$ cat src/logic/mau_regs.vh
`ifndef MAU_REGS_VH
`define MAU_REGS_VH
// ----------------------------------------------------------------
// Widths
// ----------------------------------------------------------------
`define MAU_OPW       16
`define MAU_ACCW      40
`define MAU_PRODW     32
// ----------------------------------------------------------------
// Operation codes on the op port
// ----------------------------------------------------------------
`define MAU_OP_NONE   3'h0
`define MAU_OP_PAR    3'h1
`define MAU_OP_SHIFT  3'h2
`define MAU_OP_IMM    3'h3
`define MAU_OP_MIXED  3'h4
// ----------------------------------------------------------------
// Opcode field positions in the low word
// ----------------------------------------------------------------
`define MAU_PAR_MARK  7
`define MAU_PAR_QHI   6
`define MAU_PAR_QLO   4
`define MAU_PAR_DST   3
`define MAU_PAR_SIGN  2
`define MAU_PAR_ONE   1
`define MAU_PAR_RND   0
`define MAU_MIX_SGN   6
`define MAU_MIX_DST   5
`define MAU_MIX_SIGN  4
// ----------------------------------------------------------------
// Flag positions in the condition flags
// ----------------------------------------------------------------
`define MAU_F_S       7
`define MAU_F_L       6
`define MAU_F_E       5
`define MAU_F_U       4
`define MAU_F_N       3
`define MAU_F_Z       2
`define MAU_F_V       1
`define MAU_F_C       0
// ----------------------------------------------------------------
// Reset values
// ----------------------------------------------------------------
`define MAU_ACC_RST   40'h00_0000_0000
`define MAU_FLAG_RST  8'h00
`endif

$ cat src/logic/mau_mult.v
`timescale 1ns/100ps
// ----------------------------------------------------------------
// Signed or unsigned 16 by 16 multiplier
// ----------------------------------------------------------------
module mau_mult (
  a,
  b,
  a_signed,
  b_signed,
  prod
);
  input  wire [15:0] a;
  input  wire [15:0] b;
  input  wire        a_signed;
  input  wire        b_signed;
  output wire [31:0] prod;

  wire signed [16:0] ax;
  wire signed [16:0] bx;
  wire signed [33:0] full;

  assign ax   = {a_signed & a[15], a};
  assign bx   = {b_signed & b[15], b};
  assign full = ax * bx;
  assign prod = full[31:0];
endmodule // mau_mult

$ cat src/logic/mau_round.v
`timescale 1ns/100ps
// ----------------------------------------------------------------
// Rounding of a 40-bit value at bit 16, low bits cleared
// ----------------------------------------------------------------
module mau_round (
  din,
  convergent,
  dout
);
  input  wire [39:0] din;
  input  wire        convergent;
  output reg  [39:0] dout;

  reg [40:0] sum;

  always @* begin
    sum = {din[39], din} + 41'h000_0000_8000;
    // Convergent rounding breaks an exact tie toward an even result.
    if (convergent && (din[15:0] == 16'h8000)) begin
      sum[16] = 1'b0;
    end
    dout = {sum[39:16], 16'h0000};
  end
endmodule // mau_round

$ cat src/logic/mau_top.v
`timescale 1ns/100ps
`include "mau_regs.vh"
module mau_top (
  clk,
  rstn,
  op_valid,
  op_kind,
  opcode,
  ext_word,
  x0,
  x1,
  y0,
  y1,
  dp_mode,
  round_convergent,
  scale_mode,
  flags_in,
  acc_a,
  acc_b,
  flags,
  done,
  bad_opcode,
  dp_step
);
  input  wire        clk;
  input  wire        rstn;
  input  wire        op_valid;
  input  wire [2:0]  op_kind;
  input  wire [23:0] opcode;
  input  wire [15:0] ext_word;
  input  wire [15:0] x0;
  input  wire [15:0] x1;
  input  wire [15:0] y0;
  input  wire [15:0] y1;
  input  wire        dp_mode;
  input  wire        round_convergent;
  input  wire [1:0]  scale_mode;
  input  wire [7:0]  flags_in;
  output reg  [39:0] acc_a;
  output reg  [39:0] acc_b;
  output reg  [7:0]  flags;
  output reg         done;
  output reg         bad_opcode;
  output reg         dp_step;

  // ----------------------------------------------------------------
  // Operand selection
  // ----------------------------------------------------------------
  reg  [15:0] opa;
  reg  [15:0] opb;
  reg         a_sgn;
  reg         b_sgn;
  reg         dst_b;
  reg         minus;
  reg         rnd;
  reg         legal;
  reg         dp_pair;
  reg  [2:0]  source_pair_select3;
  reg  [3:0]  source_pair_select4;
  reg  [1:0]  immediate_form_source_select;
  reg  [3:0]  shift_n;

  function [15:0] reg_pick;
    input [1:0] code;
    input [15:0] r0;
    input [15:0] r1;
    input [15:0] r2;
    input [15:0] r3;
    begin
      case (code)
        2'h0:    reg_pick = r0;
        2'h1:    reg_pick = r1;
        2'h2:    reg_pick = r2;
        default: reg_pick = r3;
      endcase
    end
  endfunction

  always @* begin
    opa   = 16'h0000;
    opb   = 16'h0000;
    a_sgn = 1'b1;
    b_sgn = 1'b1;
    dst_b = 1'b0;
    minus = 1'b0;
    rnd   = 1'b0;
    legal = 1'b0;
    dp_pair = 1'b0;
    source_pair_select3 = opcode[`MAU_PAR_QHI:`MAU_PAR_QLO];
    source_pair_select4 = opcode[3:0];
    immediate_form_source_select = opcode[5:4];
    shift_n = opcode[11:8];
    case (op_kind)
      `MAU_OP_PAR: begin
        legal = opcode[`MAU_PAR_MARK] & opcode[`MAU_PAR_ONE];
        dst_b = opcode[`MAU_PAR_DST];
        minus = opcode[`MAU_PAR_SIGN];
        rnd   = opcode[`MAU_PAR_RND];
        case (source_pair_select3)
          3'h0: begin
            opa = x0;
            opb = x0;
          end
          3'h1: begin
            opa = y0;
            opb = y0;
          end
          3'h2: begin
            opa = x1;
            opb = x0;
          end
          3'h3: begin
            opa = y1;
            opb = y0;
          end
          3'h4: begin
            opa = x0;
            opb = y1;
          end
          3'h5: begin
            opa = y0;
            opb = x0;
          end
          3'h6: begin
            opa = x1;
            opb = y0;
          end
          default: begin
            opa = y1;
            opb = x1;
          end
        endcase
        // With dp_mode set, pairs X1*Y0, X0*Y1, Y1*X1 serve only the double-precision sequence.
        dp_pair = dp_mode && ((source_pair_select3 == 3'h4) || (source_pair_select3 == 3'h6)
                  || (source_pair_select3 == 3'h7));
      end
      `MAU_OP_SHIFT: begin
        legal = 1'b1;
        dst_b = opcode[3];
        minus = opcode[2];
        rnd   = opcode[0];
        opa   = reg_pick(opcode[5:4], y1, x0, y0, x1);
        // The immediate two to minus n is an unsigned fraction.
        opb   = 16'h8000 >> shift_n;
        b_sgn = 1'b0;
      end
      `MAU_OP_IMM: begin
        legal = 1'b1;
        dst_b = opcode[3];
        minus = opcode[2];
        rnd   = opcode[0];
        opa   = ext_word;
        opb   = reg_pick(immediate_form_source_select, x0, y0, x1, y1);
      end
      `MAU_OP_MIXED: begin
        legal = 1'b1;
        dst_b = opcode[`MAU_MIX_DST];
        minus = opcode[`MAU_MIX_SIGN];
        a_sgn = ~opcode[`MAU_MIX_SGN];
        b_sgn = 1'b0;
        opa   = reg_pick(source_pair_select4[3:2], x0, x1, y0, y1);
        opb   = reg_pick(source_pair_select4[1:0], x0, x1, y0, y1);
      end
      default: begin
        legal = 1'b0;
      end
    endcase
  end

  // ----------------------------------------------------------------
  // Multiply, accumulate, round
  // ----------------------------------------------------------------
  wire [31:0] prod;
  wire [39:0] rounded;
  reg  [39:0] prod_ext;
  reg  [39:0] acc_src;
  reg  [39:0] sum;
  reg  [39:0] result;
  reg  [40:0] wide;
  reg         ovf;
  reg         prod_neg;

  mau_mult u_mult (
    .a        (opa),
    .b        (opb),
    .a_signed (a_sgn),
    .b_signed (b_sgn),
    .prod     (prod)
  );

  always @* begin
    // Unsigned products are zero-extended, signed ones sign-extended.
    prod_neg = (a_sgn | b_sgn) && prod[31] && (a_sgn & b_sgn | opa[15] & a_sgn);
    prod_ext = prod_neg ? {8'hff, prod} : {8'h00, prod};
    if (minus) begin
      prod_ext = ~prod_ext + 40'h00_0000_0001;
    end
    acc_src = dst_b ? acc_b : acc_a;
    wide    = {acc_src[39], acc_src} + {prod_ext[39], prod_ext};
    sum     = wide[39:0];
    ovf     = wide[40] ^ wide[39];
    result  = rnd ? rounded : sum;
  end

  mau_round u_round (
    .din        (sum),
    .convergent (round_convergent),
    .dout       (rounded)
  );

  // ----------------------------------------------------------------
  // Flags
  // ----------------------------------------------------------------
  reg [7:0] flags_nxt;
  reg       scale_bit;
  reg       ext_flag;
  reg       unnorm_flag;
  reg       neg_flag;
  reg       zero_flag;
  reg       limit_flag;

  always @* begin
    case (scale_mode)
      2'h1: begin
        scale_bit = result[31] ^ result[30];
      end
      2'h2: begin
        scale_bit = result[33] ^ result[32];
      end
      default: begin
        scale_bit = result[32] ^ result[31];
      end
    endcase
    // Extension is set while bits 39 to 31 do not all agree.
    ext_flag    = ~((&result[39:31]) | ~(|result[39:31]));
    unnorm_flag = ~(result[32] ^ result[31]);
    neg_flag    = result[39];
    zero_flag   = (result == 40'h00_0000_0000);
    limit_flag  = flags_in[`MAU_F_L] | ovf;
    flags_nxt = flags_in;
    flags_nxt[`MAU_F_S] = flags_in[`MAU_F_S] | scale_bit;
    flags_nxt[`MAU_F_L] = limit_flag;
    flags_nxt[`MAU_F_E] = ext_flag;
    flags_nxt[`MAU_F_U] = unnorm_flag;
    flags_nxt[`MAU_F_N] = neg_flag;
    flags_nxt[`MAU_F_Z] = zero_flag;
    flags_nxt[`MAU_F_V] = ovf;
    flags_nxt[`MAU_F_C] = flags_in[`MAU_F_C];
  end

  // ----------------------------------------------------------------
  // Acceptance
  // ----------------------------------------------------------------
  wire accept;
  wire refuse;
  wire dp_hold;

  assign accept  = op_valid & legal & ~dp_pair;
  assign refuse  = op_valid & ~legal;
  assign dp_hold = op_valid & legal & dp_pair;

  // ----------------------------------------------------------------
  // Registers
  // ----------------------------------------------------------------
  always @(posedge clk or negedge rstn) begin
    if (!rstn) begin
      acc_a      <= `MAU_ACC_RST;
      acc_b      <= `MAU_ACC_RST;
      flags      <= `MAU_FLAG_RST;
      done       <= 1'b0;
      bad_opcode <= 1'b0;
      dp_step    <= 1'b0;
    end else begin
      done       <= accept;
      bad_opcode <= refuse;
      dp_step    <= dp_hold;
      // Refused and double-precision ops leave the accumulators alone.
      if (accept) begin
        if (dst_b) begin
          acc_b <= result;
        end else begin
          acc_a <= result;
        end
        flags <= flags_nxt;
      end
    end
  end
endmodule // mau_top

$ cat config.mk
export PLATFORM = sky130hd
export DESIGN_NAME = mau_top
export DESIGN_NICKNAME = d
export VERILOG_FILES = /design/src/logic/mau_mult.v /design/src/logic/mau_round.v /design/src/logic/mau_top.v
export VERILOG_INCLUDE_DIRS = /design/src /design/src/logic
export SDC_FILE = /design/constraint.sdc
export NUM_CORES = 1
export LEC_CHECK = 0
export BUFFER_PORTS_ARGS = -buffer_cell sky130_fd_sc_hd__buf_2
export CORE_ASPECT_RATIO = 0.7
export CORE_UTILIZATION = 55
export DETAILED_ROUTE_END_ITERATION = 8
export PLACE_DENSITY = 0.75
export SLEW_MARGIN = 20
export SYNTH_ARGS = -nofsm -noshare
export SYNTH_HDL_FRONTEND = slang
export SYNTH_SLANG_ARGS = --single-unit
export TNS_END_PERCENT = 10
$ cat constraint.sdc
create_clock -name clk -period 5.3 [get_ports clk]
set_input_delay 0.53 -clock clk [delete_from_list [all_inputs] [get_ports clk]]
set_output_delay 0.53 -clock clk [all_outputs]
set_load 0.02 [all_outputs]
==> results of run 1 <==
-- area by class of cell --
cell class / count / area (µm²)
antenna: 3 / 7.507
clock buffer: 9 / 225.2
clock inverter: 6 / 40.04
fill: 2085 / 6072
inverter: 352 / 1331
multi-input combinational: 1956 / 19090
sequential: 91 / 2277
tap: 488 / 610.6
timing repair buffer: 1015 / 7848
-- cells by family (layout without fill, tap and decap cells) --
family / Yosys count / after routing / synth area share
AO/OA/AOI/OAI: 499 / 499 / 0.1532
XOR/XNOR: 118 / 118 / 0.04881
adder cells (fa/ha/maj): 413 / 413 / 0.3444
buffers and inverters: 467 / 1382 / 0.08362
flip-flops: 91 / 91 / 0.1076
multiplexers: 155 / 155 / 0.09715
other: 0 / 3 / 0
AND/OR/NAND/NOR: 771 / 771 / 0.1653
-- placed cells by master, fill, tap and decap left out, types with 18 or more instances in the layout --
cell      Yosys  final
mux2i_1      39     32
xnor2_2       0     23
mux2_2       84     80
nand3_1      23     18
o21ai_0     158     97
buf_6         0     66
nor2_2        0     30
o21ai_1       5     41
mux4_2       32     32
nor2_1      250    210
buf_12        0     29
inv_1       352    336
xor2_1       45     30
o211ai_1     19     19
fa_1        283    272
xnor2_1      73     49
a21oi_1     120     84
nand2_1     309    299
ha_1        130    108
dfrtp_1      91     91
nor3_1       32     21
o21ai_2       0     22
a21o_1       28     27
buf_4         0    726
a21oi_2       0     33
buf_2        14    186
-- final timing paths --
check                                   endpoint  depth (start not counted)  slack [ns]
hold reg to reg             acc_b[9]$_DFFE_PN0P_                          2        0.50
setup reg to reg            flags[5]$_DFFE_PN0P_                         17       -0.73
hold / removal              acc_a[3]$_DFFE_PN0P_                          1       0.001
min in group clk            flags[0]$_DFFE_PN0P_                          3        0.41
setup / recovery            flags[5]$_DFFE_PN0P_                         48       -7.25
max in group asynchronous  acc_a[35]$_DFFE_PN0P_                          2        4.29
-- routing by layer --
layer	vias to the layer above	global-route usage	routed length, µm
met5	-	0	68
met4	4	0.1674	6377
met3	673	0.1243	12810
met2	2027	0.7022	40910
met1	12030	0.6026	34520
li1	10290	-	-
-- per-stage QoR --
step | util | std cells | worst slack [ns] | TNS (ns) | instance area, µm²
6_report | 0.8381 | 3920 | -7.252 | -359.84 | 31430
3_5_place_dp | 0.7497 | 3770 | -6.872 | -376.90 | 28110
5_1_grt | 0.8379 | 3918 | -7.627 | -381.48 | 31420
3_3_place_gp | 0.7497 | 3770 | -6.480 | -357.89 | 28110
4_1_cts | 0.8171 | 3889 | -5.717 | -306.43 | 30640
2_1_floorplan | - | 2514 | -5.718 | -305.23 | 21820
-- state kept, by name (all words and copies together), names as in the netlist --
name	count
acc_a	40
acc_b	40
flags	8
bad_opcode	1
done	1
dp_step	1
-- synthesized netlist by cell type (9+ instances only) --
cell type  instances  area (µm²)
ha_1             130        1627
and2_1            17       106.4
a31oi_1            9       56.30
or3_1             10       62.56
xnor2_1           73       639.4
mux4_2            32       720.7
and3_1            17       106.4
o22ai_1           12       75.07
nor3_1            32       160.2
a21o_1            28       210.2
inv_1            352        1321
nor2b_1           14       87.58
o21ai_0          158       790.8
buf_2             14       70.07
mux2_2            84       945.9
fa_1             283        5665
buf_1             12       45.04
o211ai_1          19       142.6
a22oi_1           14       105.1
nand4_1           17       106.4
nor4_1             9       56.30
clkbuf_1          89       334.1
o221ai_1          10       87.58
nand2_1          309        1160
a21oi_1          120       600.6
nor2_1           250       938.4
dfrtp_1           91        2277
nand2b_1          15       93.84
o31ai_1            9       67.56
mux2i_1           39       390.4
xor2_1            45       394.1
nand3_1           23       115.1
a211oi_1          10       75.07
-- what timing repair did --
item	in CTS	in global routing
pin swaps	202	115
gates resized for setup	358	130
gates cloned	2	0
endpoints found under the hold margin	0	0
hold buffers	0	0
setup endpoints to repair	79	79
setup buffers	104	31
==> summary.md, run 1 <==
| Metric | Value |
|---|---|
| Post-synth EDFFs | 0 |
| Failing checks | design-rule violations, negative setup slack |
| Post-DRT Antenna Nets | 0 |
| Fin crit share | 2.368 |
| CTS clk-pin slew, worst paths | 0.07 ns |
| Share of cells above drive strength 1 | 0.4412 |
| Max_cap viols | 0 |
| Clock latency on the worst-skew pair | 0.38 ns |
| Reg2Reg Launch Point | acc_b[0]$_DFFE_PN0P_ |
| RSZ-0062 raised after global routing | yes |
| I/O pin count | 213 |
| #FFs+latches synth | 91 |
| CP max stage delay | 0.84 ns |
| DIE HEIGHT | ~170 µm |
| First-pass GRT wire length | roughly 140000 µm |
| Syn_nets | between 3000 and 4000 |
| Endpoints failing hold | 0 |
| Hold WC Path Type | primary input to async pin |
| Slew of the pin with the lowest slew margin | about 1.4 ns |
| Worst hold margin | approximately 0.0014 ns |
| Core area | 0.03750 mm² |
| Max Slew Vio Count | 0 |
| Slew margin rel. | 0.08527 |
| GPL Wtd Cong | 1.017 |
| Starting density of the core | 0.5646 |
| Die Wd | 236.5 µm |
| Sequential-to-total area share from yosys stat | 0.1076 |
| DP Wirelength | 65620 µm |
| Largest net degree at the start of global routing | 78 |
| Syn Area/Cell | 8.422 µm² |
| Req. time, crit path | around 5.6 ns |
| DR iter-0 viols | 3259 |
| Cell mode on critical path | buf_4 |
| CP Launch Point | opcode[5] |
| CTS tree | done |
| P&R area growth vs syn | 48.44% |
| DRC | 1 |
| Clock skew | about 0.012 ns |
| GRT Overall Usage | 0.4513 |
| Port bufs | between 150 and 200 |
| Vias per inst | about 6.4 |
| Status | finished with violations |
| Routed vias | ~25000 |
| Post-synthesis async set-or-reset flop share | 1.000 |
| Mapped Area | between 0.02 and 0.025 mm² |
| Clk root buf | clkbuf_16 |
| Total grt overflow | 0 |
| Crit path capture type | flop |
| Clock Tree Buf Depth | 2 |
| Fmax | roughly 80 MHz |
| Max FO, Critical Path | 8 |
| Row cnt | slightly below 60 |
| Crit path max-delay family | adder cells |
| Die area | 0.03930 mm² |
| Initial antenna violation count | 4 |
| Critical path buffer and inverter count | 17 |
| Drt wl/cell | ~24 µm |
| Final setup fails | 79 |
| Post-synthesis cell count | 2514 |
| CP max-delay cell | or4_4 |
| DR pass1 iterations | 9 |
| H-tree Lvls | 3 |
| Tmin final | between 10 and 15 ns |
| Startpoint type of the worst setup path | primary input |
| Crit Path Category | primary input to flop |
| Sink Count | 91 |
| DRT Wirelength | around 95000 µm |
| Vias in the first global route | 25250 |
| Ys flop type | dfrtp_1 |
| Distinct cells, synth | 92 |
| Worst Slack Setup Final | -7.252 ns |
| CTS Buf Count | 9 |
| Crit path DAT | around 13 ns |
| Synth warn | 0 |
| Nets | between 3000 and 4000 |
Power of run 1 is left out: the tool's default activity adds up to more than one toggle a clock period on the data nets, which glitch-free logic cannot reach.
==> run 2: changes to the inputs <==
SKIP_CTS_REPAIR_TIMING = 1   (was unset)
==> summary.md, run 2 (synthesis gave the netlist of run 1 again) <==
| Metric | Value |
|---|---|
| DRT Wirelength | 86150 µm (was 94680 µm) |
| Largest net degree at the start of global routing | 78 (unchanged) |
| Tmin final | 12.03 ns (was 12.55 ns) |
| CTS tree | done (unchanged) |
| DP Wirelength | 65620 µm (unchanged) |
| Fmax | 83.12 MHz (was 79.67 MHz) |
| H-tree Lvls | 3 (unchanged) |
| Status | finished with violations (unchanged) |
| DR iter-0 viols | 2831 (was 3259) |
| Drt wl/cell | 22.25 µm (was 24.15 µm) |
| Max_cap viols | 0 (unchanged) |
| Endpoints failing hold | 0 (unchanged) |
| Core area | 0.03750 mm² (unchanged) |
| Final setup fails | 79 (unchanged) |
| First-pass GRT wire length | 123700 µm (was 138200 µm) |
| Most frequent cells in the layout | 718 x buf_4, 336 x inv_1, 295 x nand2_1 (was 726 x buf_4, 336 x inv_1, 299 x nand2_1) |
| Clock Tree Buf Depth | 2 (unchanged) |
| Row cnt | 59 (unchanged) |
| Req. time, crit path | 5.56 ns (about the same) |
| Total grt overflow | 0 (unchanged) |
| GRT Overall Usage | 0.4013 (was 0.4513) |
| Fin crit share | 2.270 (was 2.368) |
| CTS Buf Count | 9 (unchanged) |
| Crit path DAT | 12.30 ns (was 12.81 ns) |
| CTS clk-pin slew, worst paths | 0.07 ns (about the same) |
| Fillers | 2300 (was 2085) |
| Cell mode on critical path | buf_4 (unchanged) |
| Clock latency on the worst-skew pair | 0.36 ns (was 0.38 ns) |
| Max Slew Vio Count | 0 (unchanged) |
| Die area | 0.03930 mm² (unchanged) |
| DRC | 0 (was 1) |
| DIE HEIGHT | 166.2 µm (unchanged) |
| Port bufs | 195 (unchanged) |
| Nets | 3915 (was 3960) |
| Biggest regs | acc_a x40, acc_b x40, flags x8 (unchanged) |
| Clk root buf | clkbuf_16 (unchanged) |
| Crit Path Category | primary input to flop (unchanged) |
| Worst Slack Setup Final | -6.731 ns (was -7.252 ns) |
| Vias per inst | 6.127 (was 6.382) |
| RSZ-0062 raised after global routing | yes (unchanged) |
| CP Launch Point | opcode[5] (unchanged) |
| Placed cell area | 0.02811 mm² (unchanged) |
| Crit path capture type | flop (unchanged) |
| R2R setup slack | -0.41 ns (was -0.73 ns) |
| Die Wd | 236.5 µm (unchanged) |
| P&R area growth vs syn | 43.75% (was 48.44%) |
| Starting density of the core | 0.5646 (unchanged) |
| Failing checks | negative setup slack (was design-rule violations, negative setup slack) |
| Setup WS pre-CTS | -6.872 ns (unchanged) |
| Layout Cells excl Fill | 3872 (was 3920) |
| Placed cell count | 3770 (unchanged) |
| I/O pin count | 213 (unchanged) |
| Sink Count | 91 (unchanged) |
| Initial antenna violation count | 1 (was 4) |
| Max FO, Critical Path | 7 (was 8) |
| Vias in the first global route | 22900 (was 25250) |
| Startpoint type of the worst setup path | primary input (unchanged) |
| CP max stage delay | 0.63 ns (was 0.84 ns) |
| Post-DRT Antenna Nets | 0 (unchanged) |
| Slew margin rel. | 0.3641 (was 0.08527) |
| Hold WC Path Type | primary input to async pin (unchanged) |
| DR pass1 iterations | 8 (was 9) |
| Antenna Cells | 0 (was 3) |
| Design Area, Final | 0.03044 mm² (was 0.03143 mm²) |
| Routed vias | 23730 (was 25020) |
| CP max-delay cell | o211ai_1 (was or4_4) |
| Most common cell after layout, fill and taps aside | buf_4 (unchanged) |
| Share of cells above drive strength 1 | 0.4128 (was 0.4412) |
| GPL Wtd Cong | 1.017 (unchanged) |
| Reg2Reg Launch Point | acc_b[0]$_DFFE_PN0P_ (unchanged) |
| Slew of the pin with the lowest slew margin | 0.9470 ns (was 1.363 ns) |
| Clock skew | 0.008849 ns (was 0.01216 ns) |
-- run 2: cell types whose count changed in the layout (fill, tap and decap cells not counted), moves of 7 or more --
cell / change
buf_6: -33
o21ai_0: +30
o21ai_1: -21
nor2_1: +19
nor2_2: -14
xnor2_1: +10
o21ai_2: -9
xnor2_2: -9
buf_4: -8
xor2_2: -7
-- run 2: final cells by class --
cell class,instances,area (µm²),share of cell area
Timing Repair Buffer,970,7313,0.2403
Clock inverter,6,40.04,0.001315
Clock buffer,9,225.2,0.007399
Tap cell,488,610.6,0.02006
Inverter,352,1334,0.04382
Multi-Input combinational cell,1956,18640,0.6123
Sequential cell,91,2277,0.07482
-- run 2: worst paths after layout --
check,end,cells after the start
min in group clk,flags[0]$_DFFE_PN0P_,3
setup / recovery,flags[5]$_DFFE_PN0P_,51
max in group asynchronous,acc_a[33]$_DFFE_PN0P_,3
setup reg to reg,flags[5]$_DFFE_PN0P_,24
hold / removal,acc_a[3]$_DFFE_PN0P_,1
hold reg to reg,flags[0]$_DFFE_PN0P_,2
-- run 2: critical path, delay by kind of cell --
kind	cells	cell delay [ns]
AND/OR/NAND/NOR	8	1.97
XOR/XNOR	2	0.36
multiplexers	2	0.41
buffers and inverters	14	1.78
AO/OA/AOI/OAI	17	3.55
adder cells (fa/ha/maj)	8	3.66
-- run 2: per-stage QoR --
step | hold slack (ns) | setup TNS, ns | utilization
after floorplan | 0.2344 | -305.23 | -
after global placement | 0.3826 | -357.89 | 0.7497
after detailed placement | 0.3869 | -376.90 | 0.7497
after CTS | 0.005245 | -353.13 | 0.7567
after global routing | 0.01047 | -360.71 | 0.8116
final | 0.005447 | -337.79 | 0.8116
-- run 2: metal layers --
metal | GRT usage | part of all wire | vias up
met1 | 0.5724 | 0.39 | 11610
met2 | 0.6238 | 0.45 | 1574
met3 | 0.09574 | 0.12 | 363
li1 | - | - | 10180
met4 | 0.07933 | 0.040 | 0
met5 | 0 | 0 | -
Power of run 2 is left out for the same reason.
